File: config.mk
export PLATFORM = sky130hd
export DESIGN_NAME = bsk_exec
export DESIGN_NICKNAME = d
export VERILOG_FILES = /design/src/bsk_pkg.sv /design/src/bsk_phase.sv /design/src/bsk_exec.sv
export VERILOG_INCLUDE_DIRS = /design/src
export SDC_FILE = /design/constraint.sdc
export NUM_CORES = 1
export LEC_CHECK = 0
export BUFFER_PORTS_ARGS = -buffer_cell sky130_fd_sc_hd__buf_4
export CAP_MARGIN = 20
export CORE_MARGIN = 2
export CORE_UTILIZATION = 25
export DETAILED_ROUTE_END_ITERATION = 12
export HOLD_SLACK_MARGIN = 0.05
export MAX_ROUTING_LAYER = met4
export PLACE_DENSITY = 0.55
export SLEW_MARGIN = 15
export SYNTH_ARGS = -nofsm -noshare
export SYNTH_HDL_FRONTEND = slang
export SYNTH_SLANG_ARGS = --single-unit
File: constraint.sdc
create_clock -name clock -period 1.6 [get_ports clock]
set_input_delay 0.4 -clock clock [delete_from_list [all_inputs] [get_ports clock]]
set_output_delay 0.4 -clock clock [all_outputs]
set_load 0.01 [all_outputs]
File: src/bsk_params.svh
/*
 * Constants of the bit-set and bit-test-skip execution block: opcode patterns,
 * operand field positions, the no-operation word and instruction-cycle timing.
 * Assumes it is included by its bare name before the block's package.
 */
`ifndef BSK_PARAMS_SVH
`define BSK_PARAMS_SVH

`define BSK_WORD_W        14
`define BSK_OPC_HI        13
`define BSK_OPC_LO        10
`define BSK_BIT_HI        9
`define BSK_BIT_LO        7
`define BSK_REG_HI        6
`define BSK_REG_LO        0
`define BSK_OPC_BIT_SET   4'h5
`define BSK_OPC_BIT_TEST  4'h6
`define BSK_NOP_WORD      14'h0000
`define BSK_ADDR_RST      7'h00
`define BSK_BYTE_RST      8'h00
`define BSK_OSC_PER_INSTR 4
`define BSK_CLK_PERIOD_NS 100
`define BSK_OSC_PERIOD_NS 100
`define BSK_INSTR_CYCLES  ((`BSK_OSC_PER_INSTR * `BSK_OSC_PERIOD_NS) / `BSK_CLK_PERIOD_NS)

`endif

File: src/bsk_pkg.sv
/*
 * Types shared by the bit-set and bit-test-skip execution block.
 * Assumes bsk_params.svh is on the include path.
 */
`include "bsk_params.svh"

package bsk_pkg;

   typedef enum logic [1:0] {
      BSK_Q1,
      BSK_Q2,
      BSK_Q3,
      BSK_Q4
   } bsk_phase_e;

   typedef struct packed {
      logic [6:0] addr;
      logic       wr;
      logic [7:0] wdata;
   } bsk_file_s;

endpackage : bsk_pkg

File: src/bsk_phase.sv
/*
 * Phase sequencer: divides the clock into instruction cycles of four periods.
 * Assumes the clock is the oscillator and reset is shared with the core.
 */
`timescale 1ns/100ps
`default_nettype none

module bsk_phase
   import bsk_pkg::*;
(
   // Clock and reset.
   input  wire logic       clock,
   input  wire logic       rst_n,
   // Current phase.
   output var  bsk_phase_e phase_q
);

   // Advances one phase each clock, wrapping after the fourth.
   always_ff @(posedge clock or negedge rst_n) begin
      if (!rst_n) begin
         phase_q <= BSK_Q1;
      end else begin
         case (phase_q)
            BSK_Q1:  phase_q <= BSK_Q2;
            BSK_Q2:  phase_q <= BSK_Q3;
            BSK_Q3:  phase_q <= BSK_Q4;
            default: phase_q <= BSK_Q1;
         endcase
      end
   end

endmodule : bsk_phase

`default_nettype wire

File: src/bsk_exec.sv
/*
 * Execution of the bit-set and bit-test-skip-if-clear instructions.
 * Each instruction cycle is split into four phases: the register address is
 * latched at the end of the first, the whole byte is captured in the second, the new byte
 * and the skip decision are formed in the third, and in the fourth the byte is
 * written back while the next word is fetched.
 * Assumes program memory returns the fetched word combinationally while
 * fetch_q is high and that the file register array reads combinationally at
 * file_q.addr and writes at the clock edge ending a cycle with file_q.wr high.
 */
// Behaviour
// - A bit-set instruction forces the chosen bit of the addressed register to one and keeps all else.
// - A test instruction reads the chosen bit and skips the next instruction when it is zero, flags untouched.
// - When the tested bit is one the test takes one instruction cycle and the next instruction runs.
// - A skip replaces the prefetched word by a no-operation, so the test takes two cycles.
// - Both instructions take a seven-bit register address and a three-bit bit position.
// - Each instruction cycle is four oscillator periods, and single-cycle instructions end in one.
`timescale 1ns/100ps
`default_nettype none
`include "bsk_params.svh"

module bsk_exec
   import bsk_pkg::*;
(
   // Clock and reset.
   input  wire logic                   clock,
   input  wire logic                   rst_n,
   // Program memory.
   input  wire logic [`BSK_WORD_W-1:0] pm_data,
   output logic                        fetch_q,
   // File register array.
   input  wire logic [7:0]             fr_rdata,
   output bsk_file_s                   file_q,
   // Execution status.
   output logic                        nop_exec_q,
   output logic                        instr_end_q
);

   // Phase of the instruction cycle and one flag for each phase.
   bsk_phase_e             phase;
   logic                   in_q1;
   logic                   in_q2;
   logic                   in_q3;
   logic                   in_q4;

   // Word in execution, its next value, its fields and its decoded operation.
   logic [`BSK_WORD_W-1:0] instr_q;
   logic [`BSK_WORD_W-1:0] instr_d;
   logic [3:0]             opc;
   logic [2:0]             bit_sel;
   logic [6:0]             reg_sel;
   logic                   is_set;
   logic                   is_test;

   // Chosen bit as a mask, the read byte with it set, and its old value.
   logic [7:0]             bit_mask;
   logic [7:0]             set_byte;
   logic [7:0]             bit_hit;
   logic                   bit_val;

   // Read-modify-write state, skip decision and next status.
   logic [6:0]             addr_q;
   logic [7:0]             rd_q;
   logic                   wr_q;
   logic [7:0]             wdata_q;
   logic                   skip_q;
   logic                   nop_exec_d;

   bsk_phase u_phase (
      .clock   (clock),
      .rst_n   (rst_n),
      .phase_q (phase)
   );

   // Flags the four phases of the instruction cycle.
   assign in_q1 = (phase == BSK_Q1);
   assign in_q2 = (phase == BSK_Q2);
   assign in_q3 = (phase == BSK_Q3);
   assign in_q4 = (phase == BSK_Q4);

   // Splits the word in execution into its fields.
   assign opc     = instr_q[`BSK_OPC_HI:`BSK_OPC_LO];
   assign bit_sel = instr_q[`BSK_BIT_HI:`BSK_BIT_LO];
   assign reg_sel = instr_q[`BSK_REG_HI:`BSK_REG_LO];

   // Decodes the two bit operations; any other opcode runs as a no-operation.
   always_comb begin
      is_set  = 1'b0;
      is_test = 1'b0;
      case (opc)
         `BSK_OPC_BIT_SET: begin
            is_set = 1'b1;
         end
         `BSK_OPC_BIT_TEST: begin
            is_test = 1'b1;
         end
         default: begin
            is_set  = 1'b0;
            is_test = 1'b0;
         end
      endcase
   end

   // Per bit: selects the chosen bit, sets it in the read byte and picks its value.
   for (genvar i = 0; i < 8; i++) begin : g_bit
      assign bit_mask[i] = (bit_sel == 3'(i));
      assign set_byte[i] = rd_q[i] | bit_mask[i];
      assign bit_hit[i]  = rd_q[i] & bit_mask[i];
   end
   assign bit_val = |bit_hit;

   // Latches the register address at the end of the first phase and drives it from the second.
   always_ff @(posedge clock or negedge rst_n) begin
      if (!rst_n) begin
         addr_q <= `BSK_ADDR_RST;
      end else if (in_q1) begin
         addr_q <= reg_sel;
      end
   end

   // Captures the whole addressed register in the second phase.
   // The write of a bit-set lands at the end of the fourth phase, before the
   // next capture, so a test in the following instruction sees the new bit.
   always_ff @(posedge clock or negedge rst_n) begin
      if (!rst_n) begin
         rd_q <= `BSK_BYTE_RST;
      end else if (in_q2) begin
         rd_q <= fr_rdata;
      end
   end

   // Raises the write strobe for the fourth phase of a bit-set only.
   always_ff @(posedge clock or negedge rst_n) begin
      if (!rst_n) begin
         wr_q <= 1'b0;
      end else if (in_q3) begin
         wr_q <= is_set;
      end else begin
         wr_q <= 1'b0;
      end
   end

   // Forms the modified byte at the end of the third phase.
   always_ff @(posedge clock or negedge rst_n) begin
      if (!rst_n) begin
         wdata_q <= `BSK_BYTE_RST;
      end else if (in_q3) begin
         wdata_q <= set_byte;
      end
   end

   // Decides the skip from the tested bit; no flag is touched.
   always_ff @(posedge clock or negedge rst_n) begin
      if (!rst_n) begin
         skip_q <= 1'b0;
      end else if (in_q3) begin
         skip_q <= is_test && !bit_val;
      end
   end

   // Fetches the next word in the fourth phase.
   always_ff @(posedge clock or negedge rst_n) begin
      if (!rst_n) begin
         fetch_q <= 1'b0;
      end else begin
         fetch_q <= in_q3;
      end
   end

   // Marks the last phase of every instruction cycle.
   always_ff @(posedge clock or negedge rst_n) begin
      if (!rst_n) begin
         instr_end_q <= 1'b0;
      end else begin
         instr_end_q <= in_q3;
      end
   end

   // Chooses the next word: the fetched one, or a no-operation on a skip.
   always_comb begin
      instr_d    = instr_q;
      nop_exec_d = nop_exec_q;
      if (in_q4) begin
         if (skip_q) begin
            instr_d    = `BSK_NOP_WORD;
            nop_exec_d = 1'b1;
         end else begin
            instr_d    = pm_data;
            nop_exec_d = 1'b0;
         end
      end
   end

   // Holds the word in execution.
   always_ff @(posedge clock or negedge rst_n) begin
      if (!rst_n) begin
         instr_q <= `BSK_NOP_WORD;
      end else begin
         instr_q <= instr_d;
      end
   end

   // Marks the cycle that runs a no-operation in place of a skipped word.
   always_ff @(posedge clock or negedge rst_n) begin
      if (!rst_n) begin
         nop_exec_q <= 1'b0;
      end else begin
         nop_exec_q <= nop_exec_d;
      end
   end

   // Presents address, strobe and byte to the file register array.
   assign file_q = '{addr: addr_q, wr: wr_q, wdata: wdata_q};

endmodule : bsk_exec

`default_nettype wire

==> run metrics, run 1 <==
status completed; fillcell total 790; Buffers on Ports 42; Slew Viols, Final 0; type of origin of the critical path register; critical path type register to register; vias in the first global route 1312; GRT overflow 0; Fin Clk Skew 0.00731 ns; Synth area leader dfrtp_1; most common cell in the netlist dfrtp_1; Total GRT Usage 10.7%; final setup fails 0; Critical R2R Capture addr_q[5]; gpl congestion 0.701; setup bufs post-CTS 0; share of the synthesized area in the top cell type 59.3%; initial antenna violation count 0; Power Dens Cells 895 nW/µm²; Worst VDD drop 0.319 mV; vias per inst 4.19; DR pass1 iterations 4; Initial Utilization 25.4%; die width 89.2 µm; Critical Path End addr_q[5]; DP Area 2230 µm²; synthesized area 1820 µm²; synth warn 0; nets@finish 227; Async SR Flop Fraction 100%; Max-Cap Viols 0; Netlist cell types 22; Area Growth Syn to Fin 27.6%; CP Capture Type register; wire length per cell 12.7 µm; crit path from u_phase.phase_q[0]; RSZ-0062 raised after global routing false; CTS tree done; crit path max fanout 8; htree depth 2; Syn Area/Cell 11.6 µm²; dpl hpwl 2.69 mm; routed wire length 3.78 mm; share of post-route cells with drive strength above 1 36.7%; Worst Path Required 1.77 ns; number of synthesized register bits 43; clock latency on the worst-skew pair 0.29 ns; Ant. Diodes 0; cts repair resizes 0; num ports 43; worst slew pin tran 0.545 ns; Hold Slack 0.0872 ns; Synth Net Count 185; period utilization 87.7%; Worst-path clk slew 0.08 ns; number of flops mapped to enable cells by yosys 0; Pleak 1.07 nW; design area 2320 µm²; Synth top cells by count dfrtp_1, inv_1, mux2_2, o21ai_0, a21oi_1; first-pass GRT wire length 6.22 mm; Setup TNS 0 ns; die height 89.2 µm; reg2reg start u_phase.phase_q[0]; # rows 31; hold crit path type primary input to async pin; Hold Vio Cnt, Final 0; reg2reg path depth 3; Synth area leaders dfrtp_1, mux2_2, o21ai_0; clock sinks 43; post-cts hold buffer count 0; FMAX 713 MHz; clk buf depth 2; Antenna Nets Post-Route 0; R2R setup slack 0.20 ns; drc violations 0; DR iter-0 viols 54; Synth Instances 157; CTS root buffer clkbuf_8; Tmin final 1.40 ns; post-synthesis sequential area ratio 59.3%; clock buffer count from CTS 5; largest net degree at the start of global routing 44; slew margin rel. 63.6%; die footprint 7960 µm²; Main synth FF type dfrtp_1; CP arrival 1.58 ns; core area 7140 µm²; routed via count 1250
-- through the flow --
step | power [mW] | worst slack, ns | std cells | utilization [%]
after floorplan | 1.29 | 0.128 | 157 | -
after global placement | 1.41 | 0.202 | 291 | 31.2
after detailed placement | 1.42 | 0.126 | 291 | 31.2
after CTS | 2.11 | 0.103 | 298 | 32.4
after global routing | 2.17 | 0.0854 | 298 | 32.5
final | 2.07 | 0.197 | 298 | 32.5
-- logic make-up after synthesis --
group                      count (synthesis)  share of synthesized area [%]
DFF                                       43                           59.3
and+or+nand+nor                           31                           7.86
buffers and inverters                     28                           6.68
adders and majority gates                  4                           2.76
muxes                                     19                           12.8
AOI/OAI and AO/OA                         32                           10.6
-- registers in the layout, indices dropped and copies added, names as in the netlist --
name	cells
addr_q	7
instr_end_q	1
instr_q	14
nop_exec_q	1
rd_q	8
skip_q	1
u_phase.phase_q	2
wdata_q	8
wr_q	1
-- cell type report --
cell class	instances	area (µm²)	share of cell area, %
Clock inverter	1	5.00	0.216
Tap cell	99	124	5.35
Inverter	17	63.8	2.75
Multi-Input combinational cell	86	621	26.8
Sequential cell	43	1080	46.4
Timing Repair Buffer	46	345	14.9
Clock buffer	6	82.6	3.56
-- worst min path at each step --
stage / start / endpoint / slack [ns] / cells past startpoint
floorplan: rst_n / addr_q[0] / 0.10 / 0
finish: rst_n / rd_q[3] / 0.09 / 1
global placement: rst_n / rd_q[3] / 0.43 / 1
global route: rst_n / wdata_q[3] / 0.14 / 1
CTS: rst_n / rd_q[3] / 0.11 / 1
detailed placement: rst_n / rd_q[3] / 0.43 / 1
-- placed cells by master, fill, tap and decap left out, drive strengths merged --
cell type and count:
nand2 11, nand3 1, nor2 11, buf 46, a2111oi 1, a32o 1
inv 17, nand3b 5, nor2b 2, clkbuf 6, nor3 1, mux4 1
a21oi 12, dfrtp 43, a31oi 4, o21ai 14, mux2 18, clkinv 1
ha 4
-- critical path, stage by stage (launching register included) --
cell and delay (ns):
dfrtp_1 0.40, inv_1 0.09, ha_1 0.41, mux2_2 0.38
-- where the power goes --
group | total (mW) | switching (mW) | internal, mW
clock network | 0.686 | 0.347 | 0.339
logic | 0.204 | 0.0912 | 0.113
registers | 1.18 | 0.0396 | 1.14
-- metal layers --
metal	GRT usage [%]	routed length (µm)	vias up
li1	-	-	602
met1	13.7	1750	614
met2	16.6	1830	28
met3	2.49	128	6
met4	4.07	74	0
met5	-	0	-
Power figures use the tool's default switching activity.
==> inputs of run 2 (changes only) <==
--- a/config.mk
+++ b/config.mk
@@ -9,11 +9,10 @@
 export BUFFER_PORTS_ARGS = -buffer_cell sky130_fd_sc_hd__buf_4
 export CAP_MARGIN = 20
 export CORE_MARGIN = 2
-export CORE_UTILIZATION = 25
+export CORE_UTILIZATION = 47
 export DETAILED_ROUTE_END_ITERATION = 12
 export HOLD_SLACK_MARGIN = 0.05
-export MAX_ROUTING_LAYER = met4
-export PLACE_DENSITY = 0.55
+export PLACE_DENSITY = 0.84
 export SLEW_MARGIN = 15
 export SYNTH_ARGS = -nofsm -noshare
 export SYNTH_HDL_FRONTEND = slang
==> run 2 against run 1 <==
Net effect:
- wire length down 10%
- register-to-register slack better by 0.02 ns
- critical path type unchanged
- highest routed layer unchanged
- final cell count down 17%
- power up 2.6%
- maximum frequency up 1.4%
- combinational power about the same
- via count up 1.7%
- flip-flop and latch count unchanged
- core utilization up 29 points
- clock-buffer cell count up 2
- largest cell class unchanged
==> run metrics, run 2 (synthesis gave the netlist of run 1 again) <==
fillcell total 298 (-62%); Worst-path clk slew 0.08 ns (about the same); slew margin rel. 64.6% (+0.96 points); crit path max fanout 8 (unchanged); Setup TNS 0 ns (unchanged); dpl hpwl 2.42 mm (-10%); Slew Viols, Final 0 (unchanged); first-pass GRT wire length 5.55 mm (-11%); Crit path largest cell delay 0.60 ns (+0.19 ns); clk buf depth 2 (unchanged); Final Util 61.4% (+29 points); hold crit path type primary input to async pin; DR pass1 iterations 4 (unchanged); worst slew pin tran 0.531 ns (-0.0145 ns); Worst Path Required 1.84 ns (+0.07 ns); Buffers on Ports 42 (unchanged); htree depth 2 (unchanged); Max-Cap Viols 0 (unchanged); die footprint 4380 µm² (-45%); Setup WS pre-CTS 0.165 ns (+0.0387 ns); vias in the first global route 1269 (-3.3%); period utilization 86.5% (-1.2 points); initial antenna violation count 0 (unchanged); # rows 22 (-29%); Initial Utilization 49.2% (+24 points); nets@finish 227 (unchanged); clock buffer count from CTS 5 (unchanged); CP cell instances mux4_1 -> nand2_1 -> a32o_1; die width 66.2 µm (-26%); reg2reg path depth 3 (unchanged); CP Capture Type register; type of origin of the critical path register; CTS tree done; FMAX 723 MHz (+1.4%); Hold Vio Cnt, Final 0 (unchanged); clock latency on the worst-skew pair 0.29 ns (about the same); clock sinks 43 (unchanged); reg2reg start instr_q[9]; Ant. Diodes 0 (unchanged); CP arrival 1.62 ns (+0.04 ns); Worst path slowest cell mux4_1; Worst VDD drop 0.653 mV (+110%); CTS root buffer clkbuf_8; Critical R2R Capture skip_q; storage element area 1080 µm² (unchanged); Final Power 2.13 mW (+2.6%); GRT overflow 0 (unchanged); final setup fails 0 (unchanged); gpl congestion 0.776 (+11%); Fin Clk Skew 0.00597 ns (-0.00134 ns); Power Dens Cells 939 nW/µm² (+5.0%); Top reg by flops instr_q; Area Growth Syn to Fin 24.8%; num ports 43 (unchanged); routed wire length 3.39 mm (-10%); DP Area 2160 µm² (-2.9%); Total GRT Usage 17.1% (+6.4 points); DR iter-0 viols 38 (-30%); vias per inst 5.13 (+22%); most frequent cells in the layout buf_4, dfrtp_1, inv_1, mux2_2, o21ai_0; area occupied by multi-input gates 621 µm² (unchanged); Antenna Nets Post-Route 0 (unchanged); R2R setup slack 0.22 ns (+0.02 ns); core area 3690 µm² (-48%); die height 66.2 µm (-26%); critical path type register to register; design area 2270 µm² (-2.2%); biggest regs instr_q (14), rd_q (8), wdata_q (8); worst setup margin 0.216 ns (+0.0191 ns); max reg flops 14 (unchanged); wire length per cell 13.7 µm (+7.8%); routed via count 1271 (+1.7%); most common cell after layout, fill and taps aside buf_4; RSZ-0062 raised after global routing false; Pleak 1.08 nW (+0.53%); Tmin final 1.38 ns (-0.0191 ns); share of post-route cells with drive strength above 1 36.5% (-0.18 points); status completed; largest net degree at the start of global routing 44 (unchanged); drc violations 0 (unchanged)
[run 2: changes by cell type in the layout (fill, tap and decap cells not counted), sizes merged]
cell	delta
clkbuf	+2
clkinv	-1
[run 2: worst max-delay path: cells and delay by family, from the launching register on]
| kind | cells | cell delay, ns |
|---|---|---|
| and+or+nand+nor | 1 | 0.09 |
| AOI/OAI and AO/OA | 1 | 0.14 |
| muxes | 1 | 0.60 |
| DFF | 1 | 0.50 |
[run 2: worst max-delay path by stage]
stage	from	endpoint	slack [ns]	cells past startpoint
CTS	u_phase.phase_q[0]	instr_q[8]	0.15	4
finish	instr_q[9]	skip_q	0.22	3
floorplan	u_phase.phase_q[0]	skip_q	0.13	6
detailed placement	u_phase.phase_q[0]	instr_q[8]	0.16	4
global placement	u_phase.phase_q[0]	instr_q[8]	0.24	4
global route	u_phase.phase_q[0]	addr_q[5]	0.14	3
[run 2: cell type report]
type	instances	area share [%]
inverters	17	2.82
repair buffers	46	15.2
flip-flops and latches	43	47.5
clock buffers	8	4.42
well taps	48	2.65
multi-input cells	86	27.4
[run 2: power breakdown]
group          switching (mW)  leakage (nW)  total (mW)  internal (mW)
logic                  0.0927         0.518       0.206          0.114
clock network           0.345        0.0515       0.739          0.394
registers              0.0380         0.510        1.18           1.14
total                   0.476          1.08        2.13           1.65
[run 2: metal layers]
metal	track usage (%)	routed length, µm	part of all wire [%]
met5	0	0	0
met4	8.93	93	2.7
met3	4.60	208	6.1
met2	26.9	1650	49
met1	21.7	1440	42
[run 2: through the flow]
stage	hold WS [ns]	std cells
after floorplan	0.104	157
after CTS	0.0986	248
after global placement	0.415	240
after global routing	0.121	248
final	0.0835	248
after detailed placement	0.419	240
[run 2: timing repair]
item	4_1_cts	5_1_grt
setup endpoints to repair	0	1
hold buffers	0	0
resized for setup	0	1
setup buffers	0	0
==> inputs of run 3 (changes only) <==
--- a/config.mk
+++ b/config.mk
@@ -6,6 +6,7 @@
 export SDC_FILE = /design/constraint.sdc
 export NUM_CORES = 1
 export LEC_CHECK = 0
+export ABC_AREA = 1
 export BUFFER_PORTS_ARGS = -buffer_cell sky130_fd_sc_hd__buf_4
 export CAP_MARGIN = 20
 export CORE_MARGIN = 2
==> run 3 against run 2 <==
Net effect:
- setup slack better by 0.083 ns
- hold slack worse by 0.012 ns
- clock skew is 0.00070 ns higher
- non-clock buffer count stayed put
- area after synthesis is 0.69% higher
- flip-flop and latch count stayed put
- critical path depth is 5 higher
- synthesized cell count is 18% higher
- register-to-register slack better by 0.08 ns
- via count is 6.2% higher
- critical path type unchanged
- highest routed layer unchanged
==> run metrics, run 3 <==
dpl hpwl 2.48 mm (+2.4%); die width 66.4 µm (+0.33%); drc violations 0 (unchanged); nets@finish 255 (+12%); CTS tree done; Total GRT Usage 18.0% (+0.85 points); cts repair resizes 0 (unchanged); Synth top cells by count dfrtp_1, nand2_1, nor2_1, inv_1, o21ai_0; largest net degree at the start of global routing 44 (unchanged); grt met2 use 28.9% (+2.0 points); first-pass GRT wire length 5.87 mm (+5.7%); slew margin rel. 65.3% (+0.69 points); setup bufs post-CTS 0 (unchanged); worst slew pin tran 0.521 ns (-0.0104 ns); FMAX 769 MHz (+6.4%); Setup TNS 0 ns (unchanged); Fin Clk Skew 0.00667 ns (+0.000703 ns); CP arrival 1.54 ns (-0.08 ns); cell-internal power 1.71 mW (+3.6%); die footprint 4400 µm² (+0.65%); Power Dens Cells 989 nW/µm² (+5.3%); Area Growth Syn to Fin 23.4%; CP Capture Type register; wire length per cell 12.6 µm (-7.8%); period utilization 81.3% (-5.2 points); critical path type register to register; type of origin of the critical path register; Main synth FF type dfrtp_1; Worst VDD drop 0.678 mV (+3.7%); Ant. Diodes 0 (unchanged); GRT overflow 0 (unchanged); Final Util 61.2% (-0.27 points); RSZ-0062 raised after global routing false; DR iter-0 viols 62 (+63%); Hold Slack 0.0719 ns (-0.0116 ns); share of post-route cells with drive strength above 1 28.5% (-8.0 points); worst setup margin 0.299 ns (+0.0828 ns); die height 66.4 µm (+0.33%); Synth Net Count 213 (+15%); grt peak-use layer met2; most common cell after layout, fill and taps aside buf_4; hold crit path type primary input to async pin; share of the synthesized area in the top cell type 58.9% (-0.41 points); post-synthesis sequential area ratio 58.9% (-0.41 points); Syn Area/Cell 9.88 µm² (-15%); CP cell instances inv_1 -> ha_1 -> inv_4 -> nor2_2 -> nand3_1 -> nor2_1 -> nand3_1 -> nand2_1; biggest regs instr_q (14), rd_q (8), wdata_q (8); Critical R2R Capture skip_q; Max-Cap Viols 0 (unchanged); Top reg by flops instr_q; clock latency on the worst-skew pair 0.30 ns (about the same); Buffers on Ports 42 (unchanged); met1 Usage GRT 23.3% (+1.6 points); fillcell total 317 (+6.4%); initial antenna violation count 0 (unchanged); Setup WS pre-CTS 0.328 ns (+0.164 ns); Worst Path Required 1.84 ns (about the same); vias per inst 4.89 (-4.6%); Netlist cell types 21 (-4.5%); Switching Power 0.520 mW (+9.1%); most frequent cells in the layout buf_4, dfrtp_1, nand2_1; Slew Viols, Final 0 (unchanged); Clock power frac 37.7% (+3.0 points); synthesized area 1830 µm² (+0.69%); Worst path slowest cell dfrtp_1; Tmin final 1.30 ns (-0.0828 ns); CTS root buffer clkbuf_8; final setup fails 0 (unchanged); core area 3690 µm² (unchanged); reg2reg start u_phase.phase_q[0]; max reg flops 14 (unchanged); Synth area leaders dfrtp_1, nand2_1, nor2_1; routed wire length 3.48 mm (+2.6%); routed via count 1350 (+6.2%); Crit path largest cell delay 0.41 ns (-0.19 ns); Critical Path Most Common Cell nand3_1; Hold Vio Cnt, Final 0 (unchanged); Pleak 1.14 nW (+5.2%); Initial Utilization 49.6% (+0.34 points); clock sinks 43 (unchanged); DR pass1 iterations 4 (unchanged); gpl congestion 0.828 (+6.7%); Worst-path clk slew 0.08 ns (about the same); most common cell in the netlist dfrtp_1; Synth area leader dfrtp_1; R2R setup slack 0.30 ns (+0.08 ns); # rows 22 (unchanged); power share of the combinational group 9.1% (-0.6 points); number of synthesized register bits 43 (unchanged); Async SR Flop Fraction 100% (unchanged); sequential share of power 53.2% (-2.4 points); vias in the first global route 1313 (+3.5%); Synth Instances 185 (+18%); number of flops mapped to enable cells by yosys 0 (unchanged); Worst Path Buf+Inv 2 (+2); post-cts hold buffer count 0 (unchanged); crit path max fanout 3 (-5); htree depth 2 (unchanged); num ports 43 (unchanged); Top Family by Delay on Critical Path simple AND/OR/NAND/NOR gates; synth warn 0 (unchanged); switching share of power 23.3% (+0.91 points); clk buf depth 2 (unchanged); Antenna Nets Post-Route 0 (unchanged); reg2reg path depth 8 (+5); met3 Use GR 4.26% (-0.34 points); status completed; clock buffer count from CTS 5 (unchanged)
## run 3: layer usage
layer  vias to the layer above  routed length, µm
met3                        10                185
met4                         0                 88
li1                        681                  -
met2                        35               1660
met5                         -                  0
met1                       624               1550
## run 3: power groups by stage
stage | logic (mW) | clock network (mW) | registers, mW
after floorplan | 0.0924 | 0 | 1.20
after global placement | 0.201 | 0 | 1.20
after detailed placement | 0.207 | 0 | 1.21
after CTS | 0.208 | 0.850 | 1.19
after global routing | 0.231 | 0.902 | 1.19
final | 0.204 | 0.841 | 1.19
## run 3: stage by stage
step,power [mW],cells,instance area (µm²)
global route,2.33,276,2260
global placement,1.41,268,2140
detailed placement,1.41,268,2140
floorplan,1.29,185,1830
finish,2.23,276,2260
CTS,2.24,276,2260
## run 3: how the worst max path moves through the flow
stage | from | endpoint | slack, ns | cells past startpoint
after floorplan | u_phase.phase_q[0] | skip_q | 0.41 | 9
after global placement | u_phase.phase_q[0] | skip_q | 0.42 | 8
after detailed placement | u_phase.phase_q[0] | skip_q | 0.33 | 8
after CTS | u_phase.phase_q[0] | skip_q | 0.31 | 8
after global routing | u_phase.phase_q[1] | rd_q[6] | 0.19 | 3
final | u_phase.phase_q[0] | skip_q | 0.30 | 8
## run 3: logic make-up (layout without fill, tap and decap cells)
| group | Yosys count | in the layout | share of synthesized area [%] |
|---|---|---|---|
| AND/OR/NAND/NOR | 69 | 69 | 16.8 |
| flip-flops | 43 | 43 | 58.9 |
| AO/OA/AOI/OAI | 34 | 34 | 10.5 |
| buffers and inverters | 33 | 76 | 9.86 |
| adder cells (fa/ha/maj) | 4 | 4 | 2.74 |
| multiplexers | 2 | 2 | 1.23 |
## run 3: cell type report
| type | instances | area (µm²) | area share [%] |
|---|---|---|---|
| flip-flops and latches | 43 | 1080 | 47.7 |
| clock inverters | 3 | 43.8 | 1.94 |
| multi-input cells | 109 | 572 | 25.3 |
| inverters | 22 | 90.1 | 3.99 |
| clock buffers | 5 | 68.8 | 3.05 |
| repair buffers | 46 | 345 | 15.3 |
| well taps | 48 | 60.1 | 2.66 |
